### src/pkg/pmsa_regs.svh
`ifndef PMSA_REGS_SVH
`define PMSA_REGS_SVH

// ---------------------------------------------------------------
// Register addresses
// ---------------------------------------------------------------
`define PMSA_ADDR_STATUS 5'h01
`define PMSA_ADDR_ADV 5'h04
`define PMSA_ADDR_PARTNER 5'h05
`define PMSA_ADDR_EXP 5'h06

// ---------------------------------------------------------------
// Field positions
// ---------------------------------------------------------------
`define PMSA_ST_T4 15
`define PMSA_ST_TX_FD 14
`define PMSA_ST_TX_HD 13
`define PMSA_ST_TEN_FD 12
`define PMSA_ST_TEN_HD 11
`define PMSA_ST_AN_DONE 5
`define PMSA_ST_AN_ABLE 3
`define PMSA_ST_LINK 2
`define PMSA_ST_EXT 0
`define PMSA_ADV_NP 15
`define PMSA_ADV_RSV 14
`define PMSA_ADV_RF 13
`define PMSA_ADV_T4 9
`define PMSA_ADV_TX_FD 8
`define PMSA_ADV_TX_HD 7
`define PMSA_ADV_TEN_FD 6
`define PMSA_ADV_TEN_HD 5
`define PMSA_ADV_SEL_HI 4
`define PMSA_ADV_SEL_LO 0
`define PMSA_EXP_MLF 4
`define PMSA_EXP_LP_NP 3
`define PMSA_EXP_NP_ABLE 2
`define PMSA_EXP_PAGE_RX 1
`define PMSA_EXP_LP_AN 0

// ---------------------------------------------------------------
// Constant values
// ---------------------------------------------------------------
`define PMSA_SELECTOR 5'h01
`define PMSA_ZERO16 16'h0000
`define PMSA_INIT_T4 8
`define PMSA_INIT_TEN_FD 9
`define PMSA_INIT_TEN_HD 10
`define PMSA_ONE_LINK 5'h01

`endif

### src/pkg/pmsa_pkg.sv
package pmsa_pkg;

  // Management access request
  typedef struct packed {
    logic rd;
    logic wr;
    logic [4:0] addr;
    logic [15:0] wdata;
  } pmsa_req_t;

  // Negotiation events from the link side
  typedef struct packed {
    logic an_done;
    logic an_restart;
    logic an_disable;
    logic lp_word_valid;
    logic [15:0] lp_word;
    logic page_rx;
    logic lp_np_able;
    logic lp_an_able;
  } pmsa_an_t;

endpackage

### src/rtl/pmsa_regs.sv
// Overview of operation
// - 100BASE-TX full and half ability constant one
// - T4 and 10M status bits from init bits
// - Negotiation complete zero until negotiation done
// - Negotiation ability status always one
// - Link bit latches low until status read
// - Extended capability bit always one
// - Unused bits and addresses read zero
// - Local next page bit reads zero
// - Reserved advertisement bit fourteen read-only zero
// - Writable remote fault bit, resets zero
// - Ability bits writable, reset from init/one
// - Selector field fixed at 00001
// - Partner acknowledge bit from received word
// - Partner register filled from partner word
// - Multiple link fault sets, clears on read
// - Page received sets, clears on read
// - Partner next page able bit reported
// - Local next page able reads zero
// - Partner negotiation capable bit reported
// - Init ability bits captured at power-up
`include "pmsa_regs.svh"

module pmsa_regs
  import pmsa_pkg::*;
#(
  parameter int LINKS = 2
) (
  input wire logic CLK,
  input wire logic RST,
  input wire logic INIT_LOAD,
  input wire logic [15:0] INIT_WORD,
  input wire logic MGMT_RD,
  input wire logic MGMT_WR,
  input wire logic [4:0] MGMT_ADDR,
  input wire logic [15:0] MGMT_WDATA,
  output logic [15:0] MGMT_RDATA,
  input wire logic [LINKS-1:0] LINK_OK,
  input wire logic AN_DONE,
  input wire logic AN_RESTART,
  input wire logic AN_DISABLE,
  input wire logic LP_WORD_VALID,
  input wire logic [15:0] LP_WORD,
  input wire logic PAGE_RX,
  input wire logic LP_NP_ABLE,
  input wire logic LP_AN_ABLE,
  output logic [15:0] ADV_WORD,
  output logic LINK_UP
);

  // ---------------------------------------------------------------
  // Parameter check
  // ---------------------------------------------------------------
  if (LINKS < 1 || LINKS > 16) begin : g_links_check
    $error("LINKS out of range");
  end

  // ---------------------------------------------------------------
  // Input grouping
  // ---------------------------------------------------------------
  pmsa_req_t req;
  pmsa_an_t an;
  assign req = '{rd: MGMT_RD, wr: MGMT_WR, addr: MGMT_ADDR,
                 wdata: MGMT_WDATA};
  assign an = '{an_done: AN_DONE, an_restart: AN_RESTART,
                an_disable: AN_DISABLE, lp_word_valid: LP_WORD_VALID,
                lp_word: LP_WORD, page_rx: PAGE_RX,
                lp_np_able: LP_NP_ABLE, lp_an_able: LP_AN_ABLE};

  // ---------------------------------------------------------------
  // Access decode
  // ---------------------------------------------------------------
  function automatic logic [4:0] ones(input logic [LINKS-1:0] v);
    logic [4:0] n;
    n = 5'h00;
    for (int i = 0; i < LINKS; i++) begin
      n = n + {4'h0, v[i]};
    end
    return n;
  endfunction

  function automatic logic hit(input pmsa_req_t r, input logic [4:0] a);
    return r.rd && (r.addr == a);
  endfunction

  function automatic logic wr_hit(input pmsa_req_t r, input logic [4:0] a);
    return r.wr && (r.addr == a);
  endfunction

  // ---------------------------------------------------------------
  // Power-up init capture
  // ---------------------------------------------------------------
  logic init_t4_ability_bit_reg;
  logic init_ten_full_ability_bit_reg;
  logic init_ten_half_ability_bit_reg;

  always_ff @(posedge CLK) begin
    if (INIT_LOAD) begin
      init_t4_ability_bit_reg <= INIT_WORD[`PMSA_INIT_T4];
    end
  end

  always_ff @(posedge CLK) begin
    if (INIT_LOAD) begin
      init_ten_full_ability_bit_reg <= INIT_WORD[`PMSA_INIT_TEN_FD];
    end
  end

  always_ff @(posedge CLK) begin
    if (INIT_LOAD) begin
      init_ten_half_ability_bit_reg <= INIT_WORD[`PMSA_INIT_TEN_HD];
    end
  end

  // ---------------------------------------------------------------
  // Status state
  // ---------------------------------------------------------------
  logic an_done_reg;
  logic link_latch_low_until_read_reg;
  logic [4:0] link_count;
  logic link_now;
  logic multi_link;
  logic rd_status;

  assign link_count = ones(LINK_OK);
  assign link_now = (link_count == `PMSA_ONE_LINK);
  assign multi_link = (link_count > `PMSA_ONE_LINK);
  assign rd_status = hit(req, `PMSA_ADDR_STATUS);

  // ---------------------------------------------------------------
  // Negotiation complete
  // ---------------------------------------------------------------
  always_ff @(posedge CLK) begin
    if (RST) begin
      an_done_reg <= 1'b0;
    end else if (an.an_restart || an.an_disable) begin
      an_done_reg <= 1'b0;
    end else if (an.an_done) begin
      an_done_reg <= 1'b1;
    end
  end

  // ---------------------------------------------------------------
  // Link status latch
  // ---------------------------------------------------------------
  // Latch low: a read reloads live state, a failure wins
  always_ff @(posedge CLK) begin
    if (RST) begin
      link_latch_low_until_read_reg <= 1'b0;
    end else if (!link_now) begin
      link_latch_low_until_read_reg <= 1'b0;
    end else if (rd_status) begin
      link_latch_low_until_read_reg <= 1'b1;
    end
  end

  // ---------------------------------------------------------------
  // Advertisement register
  // ---------------------------------------------------------------
  logic adv_rf_reg;
  logic [4:0] adv_ab_reg;
  logic adv_loaded_reg;
  logic adv_wr;

  assign adv_wr = wr_hit(req, `PMSA_ADDR_ADV);

  always_ff @(posedge CLK) begin
    if (RST || INIT_LOAD) begin
      adv_loaded_reg <= 1'b0;
    end else begin
      adv_loaded_reg <= 1'b1;
    end
  end

  always_ff @(posedge CLK) begin
    if (RST) begin
      adv_rf_reg <= 1'b0;
    end else if (adv_wr) begin
      adv_rf_reg <= req.wdata[`PMSA_ADV_RF];
    end
  end

  always_ff @(posedge CLK) begin
    if (RST || !adv_loaded_reg) begin
      adv_ab_reg <= {init_t4_ability_bit_reg, 1'b1, 1'b1,
                     init_ten_full_ability_bit_reg,
                     init_ten_half_ability_bit_reg};
    end else if (adv_wr) begin
      adv_ab_reg <= req.wdata[`PMSA_ADV_T4:`PMSA_ADV_TEN_HD];
    end
  end

  // ---------------------------------------------------------------
  // Partner register
  // ---------------------------------------------------------------
  logic [15:0] lp_reg;

  always_ff @(posedge CLK) begin
    if (an.lp_word_valid) begin
      lp_reg <= an.lp_word;
    end
  end

  // ---------------------------------------------------------------
  // Expansion register
  // ---------------------------------------------------------------
  logic mlf_reg;
  logic page_rx_reg;
  logic lp_np_reg;
  logic lp_an_reg;
  logic rd_exp;

  assign rd_exp = hit(req, `PMSA_ADDR_EXP);

  // ---------------------------------------------------------------
  // Clear-on-read flags
  // ---------------------------------------------------------------
  // Set wins over the read clear
  always_ff @(posedge CLK) begin
    if (RST) begin
      mlf_reg <= 1'b0;
    end else if (multi_link) begin
      mlf_reg <= 1'b1;
    end else if (rd_exp) begin
      mlf_reg <= 1'b0;
    end
  end

  always_ff @(posedge CLK) begin
    if (RST) begin
      page_rx_reg <= 1'b0;
    end else if (an.page_rx) begin
      page_rx_reg <= 1'b1;
    end else if (rd_exp) begin
      page_rx_reg <= 1'b0;
    end
  end

  // ---------------------------------------------------------------
  // Partner ability levels
  // ---------------------------------------------------------------
  always_ff @(posedge CLK) begin
    if (RST) begin
      lp_np_reg <= 1'b0;
    end else begin
      lp_np_reg <= an.lp_np_able;
    end
  end

  always_ff @(posedge CLK) begin
    if (RST) begin
      lp_an_reg <= 1'b0;
    end else begin
      lp_an_reg <= an.lp_an_able;
    end
  end

  // ---------------------------------------------------------------
  // Read word assembly
  // ---------------------------------------------------------------
  logic [15:0] status_word;
  logic [15:0] adv_word;
  logic [15:0] exp_word;
  logic [15:0] rdata_next;

  always_comb begin
    status_word = `PMSA_ZERO16;
    status_word[`PMSA_ST_T4] = init_t4_ability_bit_reg;
    status_word[`PMSA_ST_TX_FD] = 1'b1;
    status_word[`PMSA_ST_TX_HD] = 1'b1;
    status_word[`PMSA_ST_TEN_FD] = init_ten_full_ability_bit_reg;
    status_word[`PMSA_ST_TEN_HD] = init_ten_half_ability_bit_reg;
    status_word[`PMSA_ST_AN_DONE] = an_done_reg;
    status_word[`PMSA_ST_AN_ABLE] = 1'b1;
    status_word[`PMSA_ST_LINK] = link_latch_low_until_read_reg;
    status_word[`PMSA_ST_EXT] = 1'b1;
  end

  // ---------------------------------------------------------------
  // Advertisement word
  // ---------------------------------------------------------------
  always_comb begin
    adv_word = `PMSA_ZERO16;
    adv_word[`PMSA_ADV_NP] = 1'b0;
    adv_word[`PMSA_ADV_RSV] = 1'b0;
    adv_word[`PMSA_ADV_RF] = adv_rf_reg;
    adv_word[`PMSA_ADV_T4:`PMSA_ADV_TEN_HD] = adv_ab_reg;
    adv_word[`PMSA_ADV_SEL_HI:`PMSA_ADV_SEL_LO] = `PMSA_SELECTOR;
  end

  // ---------------------------------------------------------------
  // Expansion word
  // ---------------------------------------------------------------
  always_comb begin
    exp_word = `PMSA_ZERO16;
    exp_word[`PMSA_EXP_MLF] = mlf_reg;
    exp_word[`PMSA_EXP_LP_NP] = lp_np_reg;
    exp_word[`PMSA_EXP_NP_ABLE] = 1'b0;
    exp_word[`PMSA_EXP_PAGE_RX] = page_rx_reg;
    exp_word[`PMSA_EXP_LP_AN] = lp_an_reg;
  end

  // ---------------------------------------------------------------
  // Read data select
  // ---------------------------------------------------------------
  always_comb begin
    case (req.addr)
      `PMSA_ADDR_STATUS: rdata_next = status_word;
      `PMSA_ADDR_ADV: rdata_next = adv_word;
      `PMSA_ADDR_PARTNER: rdata_next = lp_reg;
      `PMSA_ADDR_EXP: rdata_next = exp_word;
      default: rdata_next = `PMSA_ZERO16;
    endcase
  end

  // ---------------------------------------------------------------
  // Outputs
  // ---------------------------------------------------------------
  always_ff @(posedge CLK) begin
    if (RST) begin
      MGMT_RDATA <= `PMSA_ZERO16;
    end else if (req.rd) begin
      MGMT_RDATA <= rdata_next;
    end
  end

  // ---------------------------------------------------------------
  // Advertisement copy
  // ---------------------------------------------------------------
  always_ff @(posedge CLK) begin
    if (RST) begin
      ADV_WORD <= `PMSA_ZERO16;
    end else begin
      ADV_WORD <= adv_word;
    end
  end

  // ---------------------------------------------------------------
  // Link up flag
  // ---------------------------------------------------------------
  always_ff @(posedge CLK) begin
    if (RST) begin
      LINK_UP <= 1'b0;
    end else begin
      LINK_UP <= link_now;
    end
  end

endmodule

### config.mk
export PLATFORM = sky130hd
export DESIGN_NAME = pmsa_regs
export DESIGN_NICKNAME = d
export VERILOG_FILES = /design/src/pkg/pmsa_pkg.sv /design/src/rtl/pmsa_regs.sv
export VERILOG_INCLUDE_DIRS = /design/src /design/src/pkg
export SDC_FILE = /design/constraint.sdc
export NUM_CORES = 1
export LEC_CHECK = 0
export ABC_AREA = 0
export BUFFER_PORTS_ARGS = -buffer_cell sky130_fd_sc_hd__buf_2
export CAP_MARGIN = 20
export CORE_MARGIN = 2
export CORE_UTILIZATION = 35
export DETAILED_ROUTE_END_ITERATION = 16
export HOLD_SLACK_MARGIN = 0.06
export PLACE_DENSITY = 0.65
export SLEW_MARGIN = 30
export SYNTH_ARGS = -nofsm -noshare
export SYNTH_HDL_FRONTEND = slang
export SYNTH_SLANG_ARGS = --single-unit
### constraint.sdc
create_clock -name CLK -period 1.48 [get_ports CLK]
set_clock_uncertainty 0.15 [all_clocks]
set_input_delay 0.074 -clock CLK [delete_from_list [all_inputs] [get_ports CLK]]
set_output_delay 0.074 -clock CLK [all_outputs]
set_load 0.05 [all_outputs]
==> flow_summary.yaml, run 1 <==
yosys:
  synth_cell_types: 33
  synth_commonest_cells: "dfxtp_1 (34), nand2_1 (29), edfxtp_1 (22), nor2b_1 (13)"
  synth_edf_count: 22
  yosys.area.top_type_share_pct: 31.6
  synth_warnings: 0
  synth_seq_area_share_pct: 62.4
  avgSynthCellArea_um2: 10.9
  syn-cell-area_um2: 2150
  ys_seq_elements: 56
  ys.flop_type: "dfxtp_1"
  post-synth-top-count-cell: "dfxtp_1"
  synth_area_leaders: "dfxtp_1 (32%), edfxtp_1 (31%), nand2_1 (5.1%)"
  yosys.area.top_type: "dfxtp_1"
  async_flop_share_pct: 0
  netlist_instances: 197
final_layout:
  drive_above_1_share_pct: 30.9
  syn_to_final_growth_pct: 48.8
  diodes: 0
  finish.utilization_pct: 54.1
  fin_nets: 391
  instances_no_fill: 399
  multiInputGateArea_um2: 736
  n_fill_cell: 529
  regArea_um2: 1340
die:
  die_area_um2: 6790
  core_area_um2: 5920
  die_x_um: 82.4
  start_util_pct: 36.3
  rows: 28
  die_h_um: 82.4
  ioPinCount: 100
placement:
  hpwl_um: 3720
  port_buffers: 67
  gp_congestion: 0.813
  placed_cells: 351
drt:
  drtIter0Drc: 124
  avgRoutedWirePerCell_um: 13.6
  drcViolationCount: 0
  vias: 1830
  vias_per_cell: 4.59
  drt_wl_total_um: 5420
  dr.pass1.iters: 4
  ant_nets: 0
grt:
  grt_use_met2_pct: 31.5
  met1_usage_pct: 20.6
  grtUsageTotal_pct: 17.7
  antenna_found_initial: 0
  grt_pass1_vias: 1894
  use_met3_pct: 3.80
  gr-total-overflow: 0
  grt_first_pass_wirelength_um: 8630
  grt-busiest-layer: "met2"
  grt_max_degree: 17
critical_path:
  cp_max_fo: 1
  cpMostUsedCell: "dlygate4sd3_1"
  r2r_cells: 3
  critPathTopFamily: "buffers and inverters"
  required_ns: 1.59
  setup.worst_path.end_class: "flip-flop"
  cp-start-kind: "primary input"
  path_cells: "dlygate4sd3_1, buf_2, nor4_2, dlygate4sd3_1"
  path_depth: 4
  cpPeakStageDelay_ns: 0.57
  critPathKind: "primary input to flip-flop"
  cp.arrival_ns: 1.49
  cpMaxStageDelayCell: "dlygate4sd3_1"
  path_buf_inv: 3
power:
  cellPowerDensity_nw_per_um2: 980
  p_leak_nw: 1.34
  vdd_drop_max_uv: 734
timing:
  hold_violations: 0
  clock.fmax_mhz: 722
  fin_crit_sh_pct: 93.5
  rsz0062_at_grt: "no"
  setup_viol: 0
  drv_slew: 0
  finalWorstPathRequiredPeriod_ns: 1.38
cts:
  cts_sinks: 56
  post_cts_buffers: 0
  path_clk_slew_ns: 0.10
  max-clock-path-buffers: 2
  cts_tree: "done"
  htreeDepth: 2
  numCtsBuffers: 5
  root_buffer: "clkbuf_8"
  insertion_delay_ns: 0.31
run:
  maxCapViolations: 0
run_status:
  status: "complete, no violations"
hold_path:
  holdCritPathClass: "primary input to flip-flop"
  min_path_cells: 1
## layout make-up
type | instances | area share (%)
Clock buffer | 8 | 3.79
Inverter | 4 | 0.469
Multi-Input combinational cell | 130 | 23.0
Sequential cell | 56 | 41.9
Tap cell | 75 | 2.93
Timing Repair Buffer | 126 | 27.9
## report_power, final
part | leakage [nW] | switching [W] | internal (W)
registers | 0.495 | 0.0000266 | 0.00168
clock network | 0.0627 | 0.000489 | 0.000530
logic | 0.781 | 0.000228 | 0.000180
total | 1.34 | 0.000743 | 0.00239
## kinds of logic after synthesis
kind of cell             after synthesis  synth area share, %
AO/OA/AOI/OAI                         42                 12.2
AND/OR/NAND/NOR                       77                 18.9
buffers and inverters                 19                 5.29
adder cells (fa/ha/maj)                1                0.582
flip-flops                            56                 62.4
other                                  1                0.174
multiplexers                           1                0.465
## per-stage QoR
stage / TNS (ns) / setup slack, ns / cell area (um^2) / power, W / hold WS (ns)
floorplan: -0.0719 / -0.0360 / 2180 / 0.00194 / -0.00931
global placement: -0.242 / -0.0517 / 2670 / 0.00206 / 0.0876
detailed placement: -0.215 / -0.0538 / 2670 / 0.00207 / 0.0925
CTS: 0 / 0.0669 / 3190 / 0.00315 / 0.0783
global route: 0 / 0.0151 / 3200 / 0.00325 / 0.0890
finish: 0 / 0.0955 / 3200 / 0.00314 / 0.0677
## cell usage in the layout, fill, tap and decap left out, types with 2 or more instances in the layout
cell type      count
buf_4             19
edfxtp_1          22
o211ai_1           2
nor2_1             9
dlygate4sd3_1     40
and2_1             2
nand3_1            6
a21boi_1           3
nor3_2             2
inv_1              4
clkbuf_8           7
o21ai_0            6
buf_2             66
nor2b_1           13
nand2_1           29
a21oi_1            6
dfxtp_1           34
a31oi_1            6
nand2b_1           9
a22oi_1            5
a21o_1             5
conb_1             9
o21ai_1            7
## metal layers
| layer | routed length [um] | vias up |
|---|---|---|
| met5 | 0 | - |
| met4 | 87 | 0 |
| met3 | 294 | 7 |
| met2 | 2690 | 55 |
| met1 | 2340 | 846 |
| li1 | - | 922 |
## timing repair
action                                 4_1_cts  5_1_grt
setup endpoints to repair                    0        2
endpoints found under the hold margin       44        0
gates resized for setup                      0        4
hold buffers                                40        0
## worst paths after layout
kind,from,endpoint,slack [ns]
worst min-delay path,LP_WORD_VALID,lp_reg[7],0.07
worst min register to register,MGMT_RDATA[7],MGMT_RDATA[7],0.30
worst max-delay path,AN_RESTART,an_done_reg,0.1
worst max register to register,an_done_reg,an_done_reg,0.14
Note: power is estimated with default switching activity, not from simulation.
==> inputs of run 2 (changes only) <==
Settings changed: ABC_AREA 0 to 1, SKIP_CTS_REPAIR_TIMING set to 1.
==> run 2 against run 1 <==
Non-clock buffer count down 16. Combinational power about the same. Critical endpoint is now adv_ab_reg[0]. First-iteration DRC count down 31%. Synthesized area up 0.17%. Clock-buffer cell count down 3.
==> flow_summary.yaml, run 2 <==
yosys:
  synth_cell_types: 24
  ys.flop_type: "dfxtp_1"
  syn-cell-area_um2: 2150
  yosys.area.top_type: "dfxtp_1"
  synth_seq_area_share_pct: 62.3
  synth_commonest_cells: "nand2_1 (62), dfxtp_1 (34), edfxtp_1 (22), a21oi_1 (19), nor2_1 (18)"
  synth_area_leaders: "dfxtp_1 (32%), edfxtp_1 (31%), nand2_1 (11%)"
  synth_edf_count: 22
  ys_seq_elements: 56
  netlist_instances: 230
  synth_warnings: 0
  avgSynthCellArea_um2: 9.37
  post-synth-top-count-cell: "nand2_1"
  yosys.area.top_type_share_pct: 31.6
  async_flop_share_pct: 0
run_status:
  status: "complete, no violations"
final_layout:
  finish.utilization_pct: 51.4
  mostFrequentLayoutCells: "buf_2 (67), nand2_1 (62), dlygate4sd3_1 (38), dfxtp_1 (34), edfxtp_1 (22)"
  layout_commonest_cell: "buf_2"
  diodes: 0
  syn_to_final_growth_pct: 41.2
  fin_nets: 406
  drive_above_1_share_pct: 26.0
  n_fill_cell: 557
timing:
  setup_viol: 0
  fin_crit_sh_pct: 88.5
  setup_tns_ns: 0
  hold_violations: 0
  finalWorstPathRequiredPeriod_ns: 1.31
  clock.fmax_mhz: 763
  rsz0062_at_grt: "no"
  drv_slew: 0
cts:
  path_clk_slew_ns: 0.10
  root_buffer: "clkbuf_8"
  cts_sinks: 56
  cts_tree: "done"
  insertion_delay_ns: 0.30
  max-clock-path-buffers: 2
  htreeDepth: 2
  numCtsBuffers: 5
power:
  vdd_drop_max_uv: 563
  p_leak_nw: 1.35
  cellPowerDensity_nw_per_um2: 1020
  power_w: 0.00309
placement:
  hpwl_um: 3500
  port_buffers: 67
  gp_congestion: 0.771
critical_path:
  required_ns: 1.37
  setup.worst_path.end_class: "flip-flop"
  cp-start-kind: "primary input"
  critPathKind: "primary input to flip-flop"
  cp_max_fo: 6
  cp.arrival_ns: 1.20
drt:
  drtIter0Drc: 86
  vias_per_cell: 4.50
  ant_nets: 0
  dr.pass1.iters: 4
  avgRoutedWirePerCell_um: 12.2
  drcViolationCount: 0
  drt_wl_total_um: 5050
  vias: 1864
die:
  rows: 28
  die_area_um2: 6800
  core_area_um2: 5920
  die_x_um: 82.5
  die_h_um: 82.5
  start_util_pct: 36.4
  ioPinCount: 100
grt:
  grt_pass1_vias: 1559
  grt_max_degree: 20
  antenna_found_initial: 0
  grtUsageTotal_pct: 13.9
  gr-total-overflow: 0
  grt_first_pass_wirelength_um: 7030
hold_path:
  holdCritPathClass: "primary input to flip-flop"
run:
  maxCapViolations: 0
run 2: changes by cell type after synthesis, sizes merged, moves of 3 or more:
| cell | change |
|---|---|
| nor2b | -13 |
| nand2 | +34 |
| inv | +13 |
| a31oi | -6 |
| nor2 | +13 |
| a21o | -5 |
| a22oi | -5 |
| nand2b | -9 |
| a21boi | -3 |
| a21oi | +13 |
| nand3 | +4 |
| clkbuf | +3 |
run 2: layout make-up:
cell class                 count  area [um^2]  share of cell area (%)
tap                           75         93.8                    3.09
inverter                      18         67.6                    2.22
clock buffer                   5         68.8                    2.26
multi-input combinational    147          674                    22.2
clock inverter                 3         42.5                    1.40
timing repair buffer         110          753                    24.8
sequential                    56         1340                    44.1
run 2: metrics by stage:
step	setup slack (ns)	instances	area (um^2)	hold slack, ns
floorplan	0.361	238	2180	-0.00931
global placement	0.135	368	2550	0.0882
detailed placement	0.121	368	2550	0.0969
CTS	0.255	376	2660	-0.227
global route	0.0982	414	3040	0.0644
finish	0.170	414	3040	0.0596
run 2: power by group:
group	switching [W]	internal, W
clock	0.000473	0.000502
sequential	0.0000245	0.00168
combinational	0.000255	0.000154
total	0.000752	0.00234
run 2: logic make-up (layout without fill, tap and decap cells):
family                     count (synthesis)  count (layout)  synth area share, %
other                                      1               9                0.174
adders and majority gates                  1               1                0.581
DFF                                       56              56                 62.3
and+or+nand+nor                           99              99                 19.7
AOI/OAI and AO/OA                         38              38                 9.41
buffers and inverters                     35             136                 7.84
run 2: worst paths after layout:
| check | startpoint | to | slack (ns) | cells past startpoint |
|---|---|---|---|---|
| min | MGMT_ADDR[2] | link_latch_low_until_read_reg | 0.06 | 3 |
| max reg2reg | adv_loaded_reg | adv_ab_reg[0] | 0.25 | 3 |
| min reg2reg | MGMT_RDATA[11] | MGMT_RDATA[11] | 0.32 | 2 |
| max | RST | adv_ab_reg[0] | 0.17 | 4 |
run 2: critical path: stages:
cell	delay [ns]
dlygate4sd3_1	0.53
buf_2	0.14
nor2_1	0.28
nand2_1	0.17
run 2: layer usage:
layer,wire [um],part of all wire (%),track usage (%)
met3,328,6.5,3.70
met1,2080,41,17.2
met2,2610,52,24.5
met5,0,0,0
met4,36,0.71,2.50
